$ cat src/rtl/irq_seq_defs.svh
// Register offsets, field positions, reset values and sequence counts of the interrupt sequencer.
`ifndef IRQ_SEQ_DEFS_SVH
`define IRQ_SEQ_DEFS_SVH

// ==========================================================================
// Register byte offsets
`define OFS_PIN_CTRL  8'h00
`define OFS_LV_CTRL   8'h04
`define OFS_SRC_EN    8'h08
`define OFS_SRC_FLAG  8'h0c
`define OFS_CCR       8'h10
`define OFS_STATUS    8'h14

// ==========================================================================
// Field positions
`define PIN_EN_BIT    0
`define PIN_MODE_BIT  1
`define PIN_PDD_BIT   2
`define PIN_IE_BIT    3
`define PIN_FLAG_BIT  4
`define PIN_ACK_BIT   5
`define PIN_LVL_BIT   6
`define LV_DE_BIT     0
`define LV_IE_BIT     1
`define LV_RE_BIT     2
`define LV_FLAG_BIT   3
`define LV_ACK_BIT    4
`define LV_WARN_BIT   5
`define CCR_I_BIT     3

// ==========================================================================
// Reset values
`define CCR_RST       8'h08
`define SRC_EN_RST    4'h0
`define CTRL_RST      4'h0

// ==========================================================================
// Vectors and sequence counts
`define VEC_SWI       16'hfffc
`define VEC_SRC_TOP   16'hfffa
`define PUSH_LAST     3'h4
`define VEC_LAST      3'h2
`define FILL_LAST     3'h3
`define POP_LAST      3'h5
`define FILL_OFS      16'h0003

`endif

$ cat src/rtl/irq_seq_pkg.sv
// Types shared by the interrupt sequencer and its surroundings.
package irq_seq_pkg;

	// ======================================================================
	// Sequencer states
	typedef enum logic [2:0] {
		ST_IDLE = 3'h0,
		ST_PUSH = 3'h1,
		ST_VEC  = 3'h3,
		ST_FILL = 3'h2,
		ST_POP  = 3'h6
	} seq_state_t;

	// ======================================================================
	// Carriers
	typedef struct packed {
		logic [15:0] pc;
		logic [15:0] sp;
		logic [7:0]  x;
		logic [7:0]  a;
	} core_regs_t;

	typedef struct packed {
		logic        req;
		logic        we;
		logic [15:0] addr;
		logic [7:0]  wdata;
	} mem_req_t;

endpackage : irq_seq_pkg

$ cat src/rtl/interrupt_sequencing_pin_irq.sv
// Interrupt qualification, entry and return sequencer with external pin and low-voltage sources.
// ==========================================================================
// Summary of operation
// - All registers run on the bus clock.
// - Source events set read-only status flags; peripheral ones even when disabled.
// - Request needs flag and local enable both.
// - Reset sets global mask; cleared mask accepts.
// - Entry starts only at instruction boundary.
// - Entry stacks, masks, fetches vector, fills three.
// - Hardware entry equals software trap sequence.
// - Stack order PROGRAM_COUNTER_LOW, PROGRAM_COUNTER_HIGH, X, A, CONDITION_CODE_REGISTER.
// - Upper index register never saved automatically.
// - Return reloads CONDITION_CODE_REGISTER, A, X, PC.
// - Clearing mask in handler allows nesting.
// - Highest priority pending source served first.
// - Vector high byte first, low byte next.
// - Pullup on while enabled and disable clear.
// - Pin level readable for branch instructions.
// - Level mode holds flag while pin asserted.
// - Low-voltage flag needs DE, IE, not RE.
// - Low-voltage warning never raises a request.
//
// Chosen here: the Avalon-MM slave port and the register offsets.
`timescale 1ns/1ps
`include "irq_seq_defs.svh"

module interrupt_sequencing_pin_irq
	import irq_seq_pkg::*;
(
	input  wire logic        clk_i,
	input  wire logic        rst_n_i,
	input  wire logic [7:0]  avs_address_i,
	input  wire logic        avs_read_i,
	input  wire logic        avs_write_i,
	input  wire logic [31:0] avs_writedata_i,
	input  wire logic [3:0]  avs_byteenable_i,
	output logic      [31:0] avs_readdata_o,
	output logic             avs_waitrequest_o,
	input  wire logic        pin_irq_n_i,
	input  wire logic        lv_detect_i,
	input  wire logic        lv_warning_i,
	input  wire logic [3:0]  periph_event_i,
	input  wire logic        boundary_i,
	input  wire logic        swi_i,
	input  wire logic        rti_i,
	input  wire core_regs_t  core_i,
	input  wire logic [7:0]  mem_rdata_i,
	output mem_req_t         mem_o,
	output core_regs_t       regs_o,
	output logic      [23:0] queue_o,
	output logic             done_o,
	output logic             ret_done_o,
	output logic             busy_o,
	output logic      [7:0]  ccr_o,
	output logic             pullup_en_o,
	output logic             pin_level_o
);

	// ======================================================================
	// Helper functions
	function automatic logic [2:0] prio_pick(input logic [5:0] p);
		logic [2:0] r;
		r = 3'h0;
		for (int i = 5; i >= 0; i--) begin
			if (p[i]) begin
				r = 3'(i);
			end
		end
		return r;
	endfunction : prio_pick

	function automatic logic [15:0] vec_of(input logic [2:0] idx);
		return `VEC_SRC_TOP - {12'h000, idx, 1'b0};
	endfunction : vec_of

	// ======================================================================
	// Pin and supply synchronisers
	// A change counts only when the second and third stages agree, so a
	// metastable first stage can never produce a double edge.
	logic [2:0] pin_s_r;
	logic [2:0] lvd_s_r;
	logic [2:0] lvw_s_r;

	always_ff @(posedge clk_i or negedge rst_n_i) begin
		if (!rst_n_i) begin
			pin_s_r <= 3'h7;
			lvd_s_r <= 3'h0;
			lvw_s_r <= 3'h0;
		end else begin
			pin_s_r <= {pin_s_r[1:0], pin_irq_n_i};
			lvd_s_r <= {lvd_s_r[1:0], lv_detect_i};
			lvw_s_r <= {lvw_s_r[1:0], lv_warning_i};
		end
	end

	// ======================================================================
	// Configuration, flags and bus slave
	logic       wait_r, wait_nxt;
	logic [31:0] rdata_r, rdata_nxt;
	logic [3:0] pin_ctl_r, pin_ctl_nxt;
	logic [2:0] lv_ctl_r, lv_ctl_nxt;
	logic [3:0] src_en_r, src_en_nxt;
	logic [3:0] src_flag_r, src_flag_nxt;
	logic       pin_flag_r, pin_flag_nxt;
	logic       lv_flag_r, lv_flag_nxt;
	logic       pin_high_r, pin_high_nxt;
	logic       lv_lvl_r, lv_lvl_nxt;
	logic       lvw_lvl_r, lvw_lvl_nxt;
	logic       pullup_r, pullup_nxt;
	logic       wr_go;
	logic       ccr_wr;
	logic       pin_edge;
	logic [5:0] pend;
	seq_state_t state_r, state_nxt;
	logic [7:0] ccr_r, ccr_nxt;

	assign wr_go    = avs_write_i && !wait_r && avs_byteenable_i[0];
	assign ccr_wr   = wr_go && (avs_address_i == `OFS_CCR);
	assign pend     = {src_flag_r & src_en_r,
	                   pin_flag_r & pin_ctl_r[`PIN_IE_BIT],
	                   lv_flag_r & lv_ctl_r[`LV_IE_BIT]};

	always_comb begin
		wait_nxt     = !((avs_read_i || avs_write_i) && wait_r);
		rdata_nxt    = rdata_r;
		pin_ctl_nxt  = pin_ctl_r;
		lv_ctl_nxt   = lv_ctl_r;
		src_en_nxt   = src_en_r;
		src_flag_nxt = src_flag_r;
		pin_flag_nxt = pin_flag_r;
		lv_flag_nxt  = lv_flag_r;
		pin_high_nxt = (pin_s_r[1] == pin_s_r[2]) ? pin_s_r[2] : pin_high_r;
		lv_lvl_nxt   = (lvd_s_r[1] == lvd_s_r[2]) ? lvd_s_r[2] : lv_lvl_r;
		lvw_lvl_nxt  = (lvw_s_r[1] == lvw_s_r[2]) ? lvw_s_r[2] : lvw_lvl_r;
		pin_edge     = pin_high_r && !pin_high_nxt;
		if (avs_read_i && wait_r) begin
			unique case (avs_address_i)
				`OFS_PIN_CTRL: rdata_nxt = {25'h0, pin_high_r, 1'b0, pin_flag_r, pin_ctl_r};
				`OFS_LV_CTRL:  rdata_nxt = {26'h0, lvw_lvl_r, 1'b0, lv_flag_r, lv_ctl_r};
				`OFS_SRC_EN:   rdata_nxt = {28'h0, src_en_r};
				`OFS_SRC_FLAG: rdata_nxt = {28'h0, src_flag_r};
				`OFS_CCR:      rdata_nxt = {24'h0, ccr_r};
				`OFS_STATUS:   rdata_nxt = {25'h0, |pend, prio_pick(pend), state_r};
				default:       rdata_nxt = 32'h0;
			endcase
		end
		if (wr_go) begin
			unique case (avs_address_i)
				`OFS_PIN_CTRL: begin
					pin_ctl_nxt = avs_writedata_i[3:0];
					if (avs_writedata_i[`PIN_ACK_BIT]) begin
						pin_flag_nxt = 1'b0;
					end
				end
				`OFS_LV_CTRL: begin
					lv_ctl_nxt = avs_writedata_i[2:0];
					if (avs_writedata_i[`LV_ACK_BIT]) begin
						lv_flag_nxt = 1'b0;
					end
				end
				`OFS_SRC_EN:   src_en_nxt = avs_writedata_i[3:0];
				`OFS_SRC_FLAG: src_flag_nxt = src_flag_r & ~avs_writedata_i[3:0];
				default: ;
			endcase
		end
		// Hardware sets win over a clear in the same cycle.
		src_flag_nxt = src_flag_nxt | periph_event_i;
		if (pin_ctl_r[`PIN_EN_BIT] && pin_edge) begin
			pin_flag_nxt = 1'b1;
		end
		if (pin_ctl_r[`PIN_EN_BIT] && pin_ctl_r[`PIN_MODE_BIT] && !pin_high_r) begin
			pin_flag_nxt = 1'b1;
		end
		if (lv_lvl_r && lv_ctl_r[`LV_DE_BIT] && lv_ctl_r[`LV_IE_BIT] && !lv_ctl_r[`LV_RE_BIT]) begin
			lv_flag_nxt = 1'b1;
		end
		pullup_nxt = pin_ctl_r[`PIN_EN_BIT] && !pin_ctl_r[`PIN_PDD_BIT];
	end

	always_ff @(posedge clk_i or negedge rst_n_i) begin
		if (!rst_n_i) begin
			wait_r     <= 1'b1;
			rdata_r    <= 32'h0;
			pin_ctl_r  <= `CTRL_RST;
			lv_ctl_r   <= 3'h0;
			src_en_r   <= `SRC_EN_RST;
			src_flag_r <= 4'h0;
			pin_flag_r <= 1'b0;
			lv_flag_r  <= 1'b0;
			pin_high_r <= 1'b1;
			lv_lvl_r   <= 1'b0;
			lvw_lvl_r  <= 1'b0;
			pullup_r   <= 1'b0;
		end else begin
			wait_r     <= wait_nxt;
			rdata_r    <= rdata_nxt;
			pin_ctl_r  <= pin_ctl_nxt;
			lv_ctl_r   <= lv_ctl_nxt;
			src_en_r   <= src_en_nxt;
			src_flag_r <= src_flag_nxt;
			pin_flag_r <= pin_flag_nxt;
			lv_flag_r  <= lv_flag_nxt;
			pin_high_r <= pin_high_nxt;
			lv_lvl_r   <= lv_lvl_nxt;
			lvw_lvl_r  <= lvw_lvl_nxt;
			pullup_r   <= pullup_nxt;
		end
	end

	assign avs_waitrequest_o = wait_r;
	assign avs_readdata_o    = rdata_r;
	assign pullup_en_o       = pullup_r;
	assign pin_level_o       = pin_high_r;

	// ======================================================================
	// Entry and return sequencer
	logic [2:0] cnt_r, cnt_nxt;
	logic [15:0] sp_r, sp_nxt;
	core_regs_t save_r, save_nxt;
	logic [15:0] vec_r, vec_nxt;
	logic [15:0] tgt_r, tgt_nxt;
	logic [23:0] queue_r, queue_nxt;
	core_regs_t regs_r, regs_nxt;
	mem_req_t   mem_r, mem_nxt;
	logic       done_r, done_nxt;
	logic       ret_r, ret_nxt;
	logic       busy_r, busy_nxt;

	always_comb begin
		state_nxt = state_r;
		cnt_nxt   = cnt_r + 3'h1;
		sp_nxt    = sp_r;
		save_nxt  = save_r;
		vec_nxt   = vec_r;
		tgt_nxt   = tgt_r;
		queue_nxt = queue_r;
		regs_nxt  = regs_r;
		mem_nxt   = '0;
		done_nxt  = 1'b0;
		ret_nxt   = 1'b0;
		busy_nxt  = busy_r;
		ccr_nxt   = ccr_r;
		if (ccr_wr) begin
			ccr_nxt = avs_writedata_i[7:0];
		end
		unique case (state_r)
			ST_IDLE: begin
				cnt_nxt  = 3'h0;
				save_nxt = core_i;
				sp_nxt   = core_i.sp;
				if (boundary_i) begin
					if (rti_i) begin
						state_nxt = ST_POP;
						busy_nxt  = 1'b1;
					end else if (swi_i) begin
						state_nxt = ST_PUSH;
						vec_nxt   = `VEC_SWI;
						busy_nxt  = 1'b1;
					end else if ((|pend) && !ccr_r[`CCR_I_BIT]) begin
						state_nxt = ST_PUSH;
						vec_nxt   = vec_of(prio_pick(pend));
						busy_nxt  = 1'b1;
					end
				end
			end
			ST_PUSH: begin
				// Only the low index byte is stacked; the upper byte is left to software.
				mem_nxt.req = 1'b1;
				mem_nxt.we  = 1'b1;
				mem_nxt.addr = sp_r;
				unique case (cnt_r)
					3'h0:    mem_nxt.wdata = save_r.pc[7:0];
					3'h1:    mem_nxt.wdata = save_r.pc[15:8];
					3'h2:    mem_nxt.wdata = save_r.x;
					3'h3:    mem_nxt.wdata = save_r.a;
					default: mem_nxt.wdata = ccr_r;
				endcase
				sp_nxt = sp_r - 16'h0001;
				if (cnt_r == `PUSH_LAST) begin
					state_nxt = ST_VEC;
					cnt_nxt   = 3'h0;
					ccr_nxt[`CCR_I_BIT] = 1'b1;
				end
			end
			ST_VEC: begin
				if (cnt_r < `VEC_LAST) begin
					mem_nxt.req  = 1'b1;
					mem_nxt.addr = vec_r + {13'h0, cnt_r};
				end
				if (cnt_r == 3'h1) begin
					tgt_nxt[15:8] = mem_rdata_i;
				end
				if (cnt_r == `VEC_LAST) begin
					tgt_nxt[7:0] = mem_rdata_i;
					state_nxt    = ST_FILL;
					cnt_nxt      = 3'h0;
				end
			end
			ST_FILL: begin
				if (cnt_r < `FILL_LAST) begin
					mem_nxt.req  = 1'b1;
					mem_nxt.addr = tgt_r + {13'h0, cnt_r};
				end
				if (cnt_r != 3'h0) begin
					queue_nxt = {queue_r[15:0], mem_rdata_i};
				end
				if (cnt_r == `FILL_LAST) begin
					regs_nxt.pc = tgt_r + `FILL_OFS;
					regs_nxt.sp = sp_r;
					regs_nxt.x  = save_r.x;
					regs_nxt.a  = save_r.a;
					done_nxt    = 1'b1;
					busy_nxt    = 1'b0;
					state_nxt   = ST_IDLE;
				end
			end
			ST_POP: begin
				if (cnt_r < `POP_LAST) begin
					mem_nxt.req  = 1'b1;
					mem_nxt.addr = sp_r + 16'h0001;
					sp_nxt       = sp_r + 16'h0001;
				end
				unique case (cnt_r)
					3'h1:    ccr_nxt = mem_rdata_i;
					3'h2:    regs_nxt.a = mem_rdata_i;
					3'h3:    regs_nxt.x = mem_rdata_i;
					3'h4:    regs_nxt.pc[15:8] = mem_rdata_i;
					3'h5: begin
						regs_nxt.pc[7:0] = mem_rdata_i;
						regs_nxt.sp      = sp_r;
						ret_nxt          = 1'b1;
						busy_nxt         = 1'b0;
						state_nxt        = ST_IDLE;
					end
					default: ;
				endcase
			end
			default: state_nxt = ST_IDLE;
		endcase
	end

	always_ff @(posedge clk_i or negedge rst_n_i) begin
		if (!rst_n_i) begin
			state_r <= ST_IDLE;
			cnt_r   <= 3'h0;
			sp_r    <= 16'h0;
			save_r  <= '0;
			vec_r   <= 16'h0;
			tgt_r   <= 16'h0;
			queue_r <= 24'h0;
			regs_r  <= '0;
			mem_r   <= '0;
			done_r  <= 1'b0;
			ret_r   <= 1'b0;
			busy_r  <= 1'b0;
			ccr_r   <= `CCR_RST;
		end else begin
			state_r <= state_nxt;
			cnt_r   <= cnt_nxt;
			sp_r    <= sp_nxt;
			save_r  <= save_nxt;
			vec_r   <= vec_nxt;
			tgt_r   <= tgt_nxt;
			queue_r <= queue_nxt;
			regs_r  <= regs_nxt;
			mem_r   <= mem_nxt;
			done_r  <= done_nxt;
			ret_r   <= ret_nxt;
			busy_r  <= busy_nxt;
			ccr_r   <= ccr_nxt;
		end
	end

	assign mem_o      = mem_r;
	assign regs_o     = regs_r;
	assign queue_o    = queue_r;
	assign done_o     = done_r;
	assign ret_done_o = ret_r;
	assign busy_o     = busy_r;
	assign ccr_o      = ccr_r;
endmodule : interrupt_sequencing_pin_irq

$ cat config.mk
export PLATFORM = sky130hd
export DESIGN_NAME = interrupt_sequencing_pin_irq
export DESIGN_NICKNAME = d
export VERILOG_FILES = /design/src/rtl/irq_seq_pkg.sv /design/src/rtl/interrupt_sequencing_pin_irq.sv
export VERILOG_INCLUDE_DIRS = /design/src /design/src/rtl
export SDC_FILE = /design/constraint.sdc
export NUM_CORES = 1
export LEC_CHECK = 0
export ABC_AREA = 1
export BUFFER_PORTS_ARGS = -buffer_cell sky130_fd_sc_hd__buf_2
export CORE_AREA = 2 2 172 140
export CTS_BUF_LIST = sky130_fd_sc_hd__clkbuf_2
export DETAILED_ROUTE_END_ITERATION = 10
export DIE_AREA = 0 0 174 142
export PLACE_DENSITY = 0.8
export SLEW_MARGIN = 5
export SYNTH_ARGS = -nofsm -noshare
export SYNTH_HDL_FRONTEND = slang
export SYNTH_SLANG_ARGS = --single-unit
export TNS_END_PERCENT = 10
$ cat constraint.sdc
create_clock -name clk_i -period 2.25 [get_ports clk_i]
set_input_delay 0.45 -clock clk_i [delete_from_list [all_inputs] [get_ports clk_i]]
set_output_delay 0.45 -clock clk_i [all_outputs]
set_load 0.03 [all_outputs]
# Word-level counts from Yosys, hierarchy flattened
# Index checks and enable logic that the tools add are counted.
[totals]
memories = 0
ram_bits = 0
reg_bits = 258
output_inout_bits = 144
latch_bits = 0
inputBits = 114
word_cells = 209
rom_bits = 0
[classes]
n_shift = 0
div_mod_pow = 0
n_mul = 0
reduce_logical = 53
n_bitwise = 7
n_addsub = 7
mux = 74
order_cmp = 3
n_eq_ne = 27
[op_table]
columns = ["cell", "count"]
rows = [
  ["$mux W16", 6],
  ["$pmux W48 S2", 1],
  ["$mux W3", 22],
  ["$pmux W16 S4", 1],
  ["$mux W48", 1],
  ["$mux W8", 6],
  ["$pmux W16 S3", 1],
  ["$pmux W8 S6", 1],
  ["$add A16 B3 Y16", 2],
  ["$pmux W8 S4", 1],
  ["$mux W1", 25],
  ["$mux W24", 1],
  ["$reduce_and A3 Y1", 6],
  ["$reduce_bool A3 Y1", 6],
  ["$add A16 B1 Y16 const B", 1],
  ["$add A16 B2 Y16 const B", 1],
  ["$eq A8 B4 Y1 const B", 2],
  ["$eq A8 B5 Y1 const B", 2],
  ["$ne A2 B2 Y1 const B", 8],
  ["$sub A16 B1 Y16 const B", 1],
  ["$pmux W3 S5", 1],
  ["$logic_and A1 B1 Y1", 14],
  ["$reduce_and A2 Y1", 7],
  ["$eq A3 B2 Y1 const B", 4],
  ["29 further kinds", 50],
]

# Longest topological paths before layout
[depth]
word_depth = 15
depth_mapped = 12
mapped_depth_nobuf = 12

# Worst setup path before layout
# Ideal clock, no wire load.
[synth_timing]
path_type = "register to register"
from = "register cnt_r[2]"
to = "register regs_r, in the netlist regs_o[19]"
t_arrival_ns = 2.034
n_path_buf = 3
path_stages_with_launch = 13
setup_ns = 0.130
required_time_ns = 2.120
synth_period_minus_slack_ns = 2.164
setup_slack_ns = 0.086
cell_sequence = "dfrtp_1 -> inv_2 -> clkbuf_1 -> ha_1 -> clkbuf_2 -> inv_1 -> nor2_4 -> nand2_2 -> nand2_2 -> inv_2 -> buf_2 -> nand2_1 -> o21ai_0"
[synth_via]
elab_chain_cells = 3
elab_cells_between_ends = 5
cone_classes = "4 x eq/ne; 1 x reduce/logical"
[synth_rtl]
columns = ["item", "line", "source"]
rows = [
  ["start, declared", "interrupt_sequencing_pin_irq.sv:217", "logic [2:0] cnt_r, cnt_nxt;"],
  ["start signal, assigned", "interrupt_sequencing_pin_irq.sv:359", "cnt_r <= cnt_nxt;"],
  ["$eq A3 B3 Y1 / $eq A3 B2 Y1 (equally long branches)", "--", ""],
  ["$ne A2 B1 Y1 (no source line) / $ne A2 B2 Y1 (equally long branches)", "--", ""],
  ["$reduce_and A3 Y1 (no source line) *", "--", ""],
  ["end signal, assigned", "interrupt_sequencing_pin_irq.sv:365", "regs_r <= regs_nxt;"],
  ["end, declared", "interrupt_sequencing_pin_irq.sv:223", "core_regs_t regs_r, regs_nxt;"],
]
# Mark *: on every way between the ends. The rest lies on a longest branch, timed or not.
# A chain may end at the register's enable or synchronous reset.

# Worst setup path in the final report
[layout_timing]
from = "register ccr_r[3], in the netlist ccr_o[3]"
to = "output ccr_o[3]"
[layout_rtl]
columns = ["item", "line", "source"]
rows = [
  ["start, declared", "interrupt_sequencing_pin_irq.sv:115", "logic [7:0] ccr_r, ccr_nxt;"],
  ["start signal, assigned", "interrupt_sequencing_pin_irq.sv:356", "ccr_r <= `CCR_RST;"],
  ["start signal, assigned", "interrupt_sequencing_pin_irq.sv:370", "ccr_r <= ccr_nxt;"],
  ["end, declared", "interrupt_sequencing_pin_irq.sv:54", "output logic [7:0] ccr_o,"],
]
# No word-level cell between the ends.

==> reports/metrics.yaml <==
status: "complete, no violations"
power_frac_comb: 0.508
tns_ns: 0
synth_enable_flop_cells: 0
cts_sinks: 223
fill_cells: 2031
ir_drop_mv: 0.648
fin_ws_ns: 0.0635
cts_inserted_buffers: 56
period_share: 0.972
final_cell_mix: "nand2_1 (476), dfrtp_1 (216), buf_2 (205)"
seqPwrFrac: 0.353
synth_area_um2: 11600
slew_viol_final: 0
cts_tree: "done"
worstSetupPathType: "reg2out"
drt_iter0_drc: 1223
dieArea_um2: 24700
cpPeakStageDelay_ns: 0.62
clockRootBuffer: "clkbuf_2"
arrival_ns: 1.74
portBuffers: 206
grt_pass1_wl_um: 58100
cp_num_buf_inv: 1
p_leak_nw: 7.51
max_slew_margin: 0.589
period_minus_slack_ns: 2.19
worstSkewPairLatency_ns: 0.89
layout.cells.non_filler: 2197
start_kind: "register"
ios: 258
synthCells: 1506
yosysUniqueCellTypes: 45
clockBufferDepth: 3
vias: 11700
dp_cells: 2017
regArea_um2: 5590
path_delay_family: "flip-flops"
worstPathRequired_ns: 1.80
hold-worst-slack_ns: 0.0586
core_um2: 23000
path_clk_slew_ns: 0.12
hold_violations: 0
min_path_type: "in2async"
wl_met3_um: 3560
ys.flop_type: "dfrtp_1"
dr_wl_met2_um: 15900
drcViolationCount: 0
yosys_register_bits: 223
route.top_layer_used: "met4"
swShare: 0.502
met1_length_um: 15800
floorplan.initialDensity: 0.502
grt_antenna_before_repair: 2
post_drt_wl_per_cell_um: 16.6
fp.dieH_um: 142
grt_use_total: 0.296
first_pass_iters: 5
die_x_um: 174
ys_seq_area_frac: 0.484
ant_nets: 0
fin_total_pwr_mw: 20.1
critPathCaptureType: "primary output"
htreeDepth: 2
cap_violations: 0
std_cell_rows: 50
rsz0062_at_grt: "true"
hpwl_um: 26300
cpMaxStageDelayCell: "dfstp_2"
grt-ovfl-total: 0
fmax_ghz: 0.457
powerDensity_nw_per_um2: 1400
routed_via_density: 5.31
clock_power_share: 0.140
pre_cts_ws_ns: 0.0848
async_flop_share: 1.00
mostFrequentLayoutCell: "nand2_1"
worstMarginPinSlew_ns: 0.616
path_cells: "buf_2"
gp_congestion: 0.933
finalWirelength_um: 36400
grt_max_degree: 67
drive_above_1_share: 0.204
skew_ns: 0.0887
multi_input_area_um2: 5120
syn2layout_area_growth_pct: 24.3
yosysWarningCount: 0
p_int_mw: 10.0
setup_viol: 0
synth_area_per_cell_um2: 7.67
nets: 1974
p_switching_mw: 10.1
grt_pass1_vias: 11300
worst-path-max-fanout: 5
[final timing paths]
| kind | start | cells after the start | slack [ns] | to |
|---|---|---|---|---|
| worst max-delay path | ccr_o[3]$_DFF_PN1_ | 1 | 0.06 | ccr_o[3] |
| worst min-delay path | rst_n_i | 2 | 0.06 | done_o$_DFF_PN0_ |
| worst max register to register | tgt_r[0]$_DFFE_PN0P_ | 12 | 0.10 | mem_o[16]$_DFF_PN0_ |
| worst min register to register | pin_s_r[0]$_DFF_PN1_ | 0 | 0.31 | pin_s_r[1]$_DFF_PN1_ |
| max in group asynchronous | rst_n_i | 3 | 1.40 | avs_waitrequest_o$_DFF_PN1_ |
| min in group clk_i | core_i[27] | 7 | 0.06 | sp_r[11]$_DFFE_PN0P_ |
[Yosys cell counts (3+ instances only)]
master / instances / area (um2)
nand4_1: 20 / 125
nor3_1: 5 / 25.0
nor2_1: 172 / 646
o21ai_1: 4 / 20.0
buf_4: 28 / 210
a41oi_1: 7 / 61.3
a31oi_1: 16 / 100
dfstp_2: 6 / 158
buf_2: 22 / 110
nand3_1: 108 / 541
ha_1: 17 / 213
inv_1: 139 / 522
o22ai_1: 7 / 43.8
xor2_1: 7 / 61.3
o211ai_1: 7 / 52.6
o21ai_0: 123 / 616
dfrtp_1: 217 / 5430
inv_2: 8 / 30.0
maj3_1: 3 / 30.0
clkbuf_1: 17 / 63.8
nand2_2: 6 / 37.5
a21oi_1: 41 / 205
nand2_1: 477 / 1790
nor2_4: 3 / 33.8
o2111ai_1: 3 / 26.3
mux2_2: 16 / 180
[repair_timing]
action                     in CTS  in global routing
hold endpoints to repair      305                  0
resized for setup               0                  9
setup endpoints to repair       0                 27
buffers inserted                0                  2
hold buffers                   76                  0
[power by group through the flow]
| stage | combinational (mW) | clock (mW) | sequential (mW) |
|---|---|---|---|
| CTS | 9.99 | 2.86 | 7.02 |
| floorplan | 5.18 | 0 | 8.39 |
| finish | 10.2 | 2.81 | 7.09 |
| detailed placement | 9.84 | 0 | 7.10 |
| global placement | 9.58 | 0 | 7.06 |
| global route | 11.2 | 3.09 | 7.28 |
[stage by stage]
| stage | instance area [um2] | util |
|---|---|---|
| finish | 14400 | 0.624 |
| global route | 14400 | 0.624 |
| CTS | 14300 | 0.622 |
| detailed placement | 13000 | 0.566 |
| global placement | 13000 | 0.566 |
| floorplan | 11600 | - |
[routing by layer]
layer  up-vias  global-route usage
met1      5396               0.414
met5         -                   0
met2       637               0.450
met4         0               0.114
li1       5521                   -
met3       102              0.0724
[sequential cells by signal, summed over array words and instances (netlist names), 4 cells and up]
name            count
avs_readdata_o      8
queue_o            24
sp_r               16
mem_o              26
vec_r               5
save_r             32
src_flag_r          4
tgt_r              16
src_en_r            4
pin_ctl_r           4
regs_o             48
ccr_o               8
[final cells by class]
| cell class | count | area share |
|---|---|---|
| sequential | 223 | 0.389 |
| multi-input combinational | 1087 | 0.356 |
| timing repair buffer | 324 | 0.152 |
| inverter | 149 | 0.0390 |
| clock buffer | 87 | 0.0303 |
| tap | 312 | 0.0272 |
| clock inverter | 14 | 0.00584 |
| antenna | 1 | 0.000174 |
[cell families (layout without fill, tap and decap cells)]
family / Yosys count / count (layout) / synth area share
AOI/OAI and AO/OA: 218 / 218 / 0.105
DFF: 223 / 223 / 0.484
muxes: 16 / 16 / 0.0156
xor gates and xnor gates: 9 / 9 / 0.00682
other: 1 / 25 / 0.000325
adders and majority gates: 22 / 22 / 0.0245
and+or+nand+nor: 798 / 798 / 0.281
buffers and inverters: 219 / 574 / 0.0828
(Power assumes the default switching activity.)
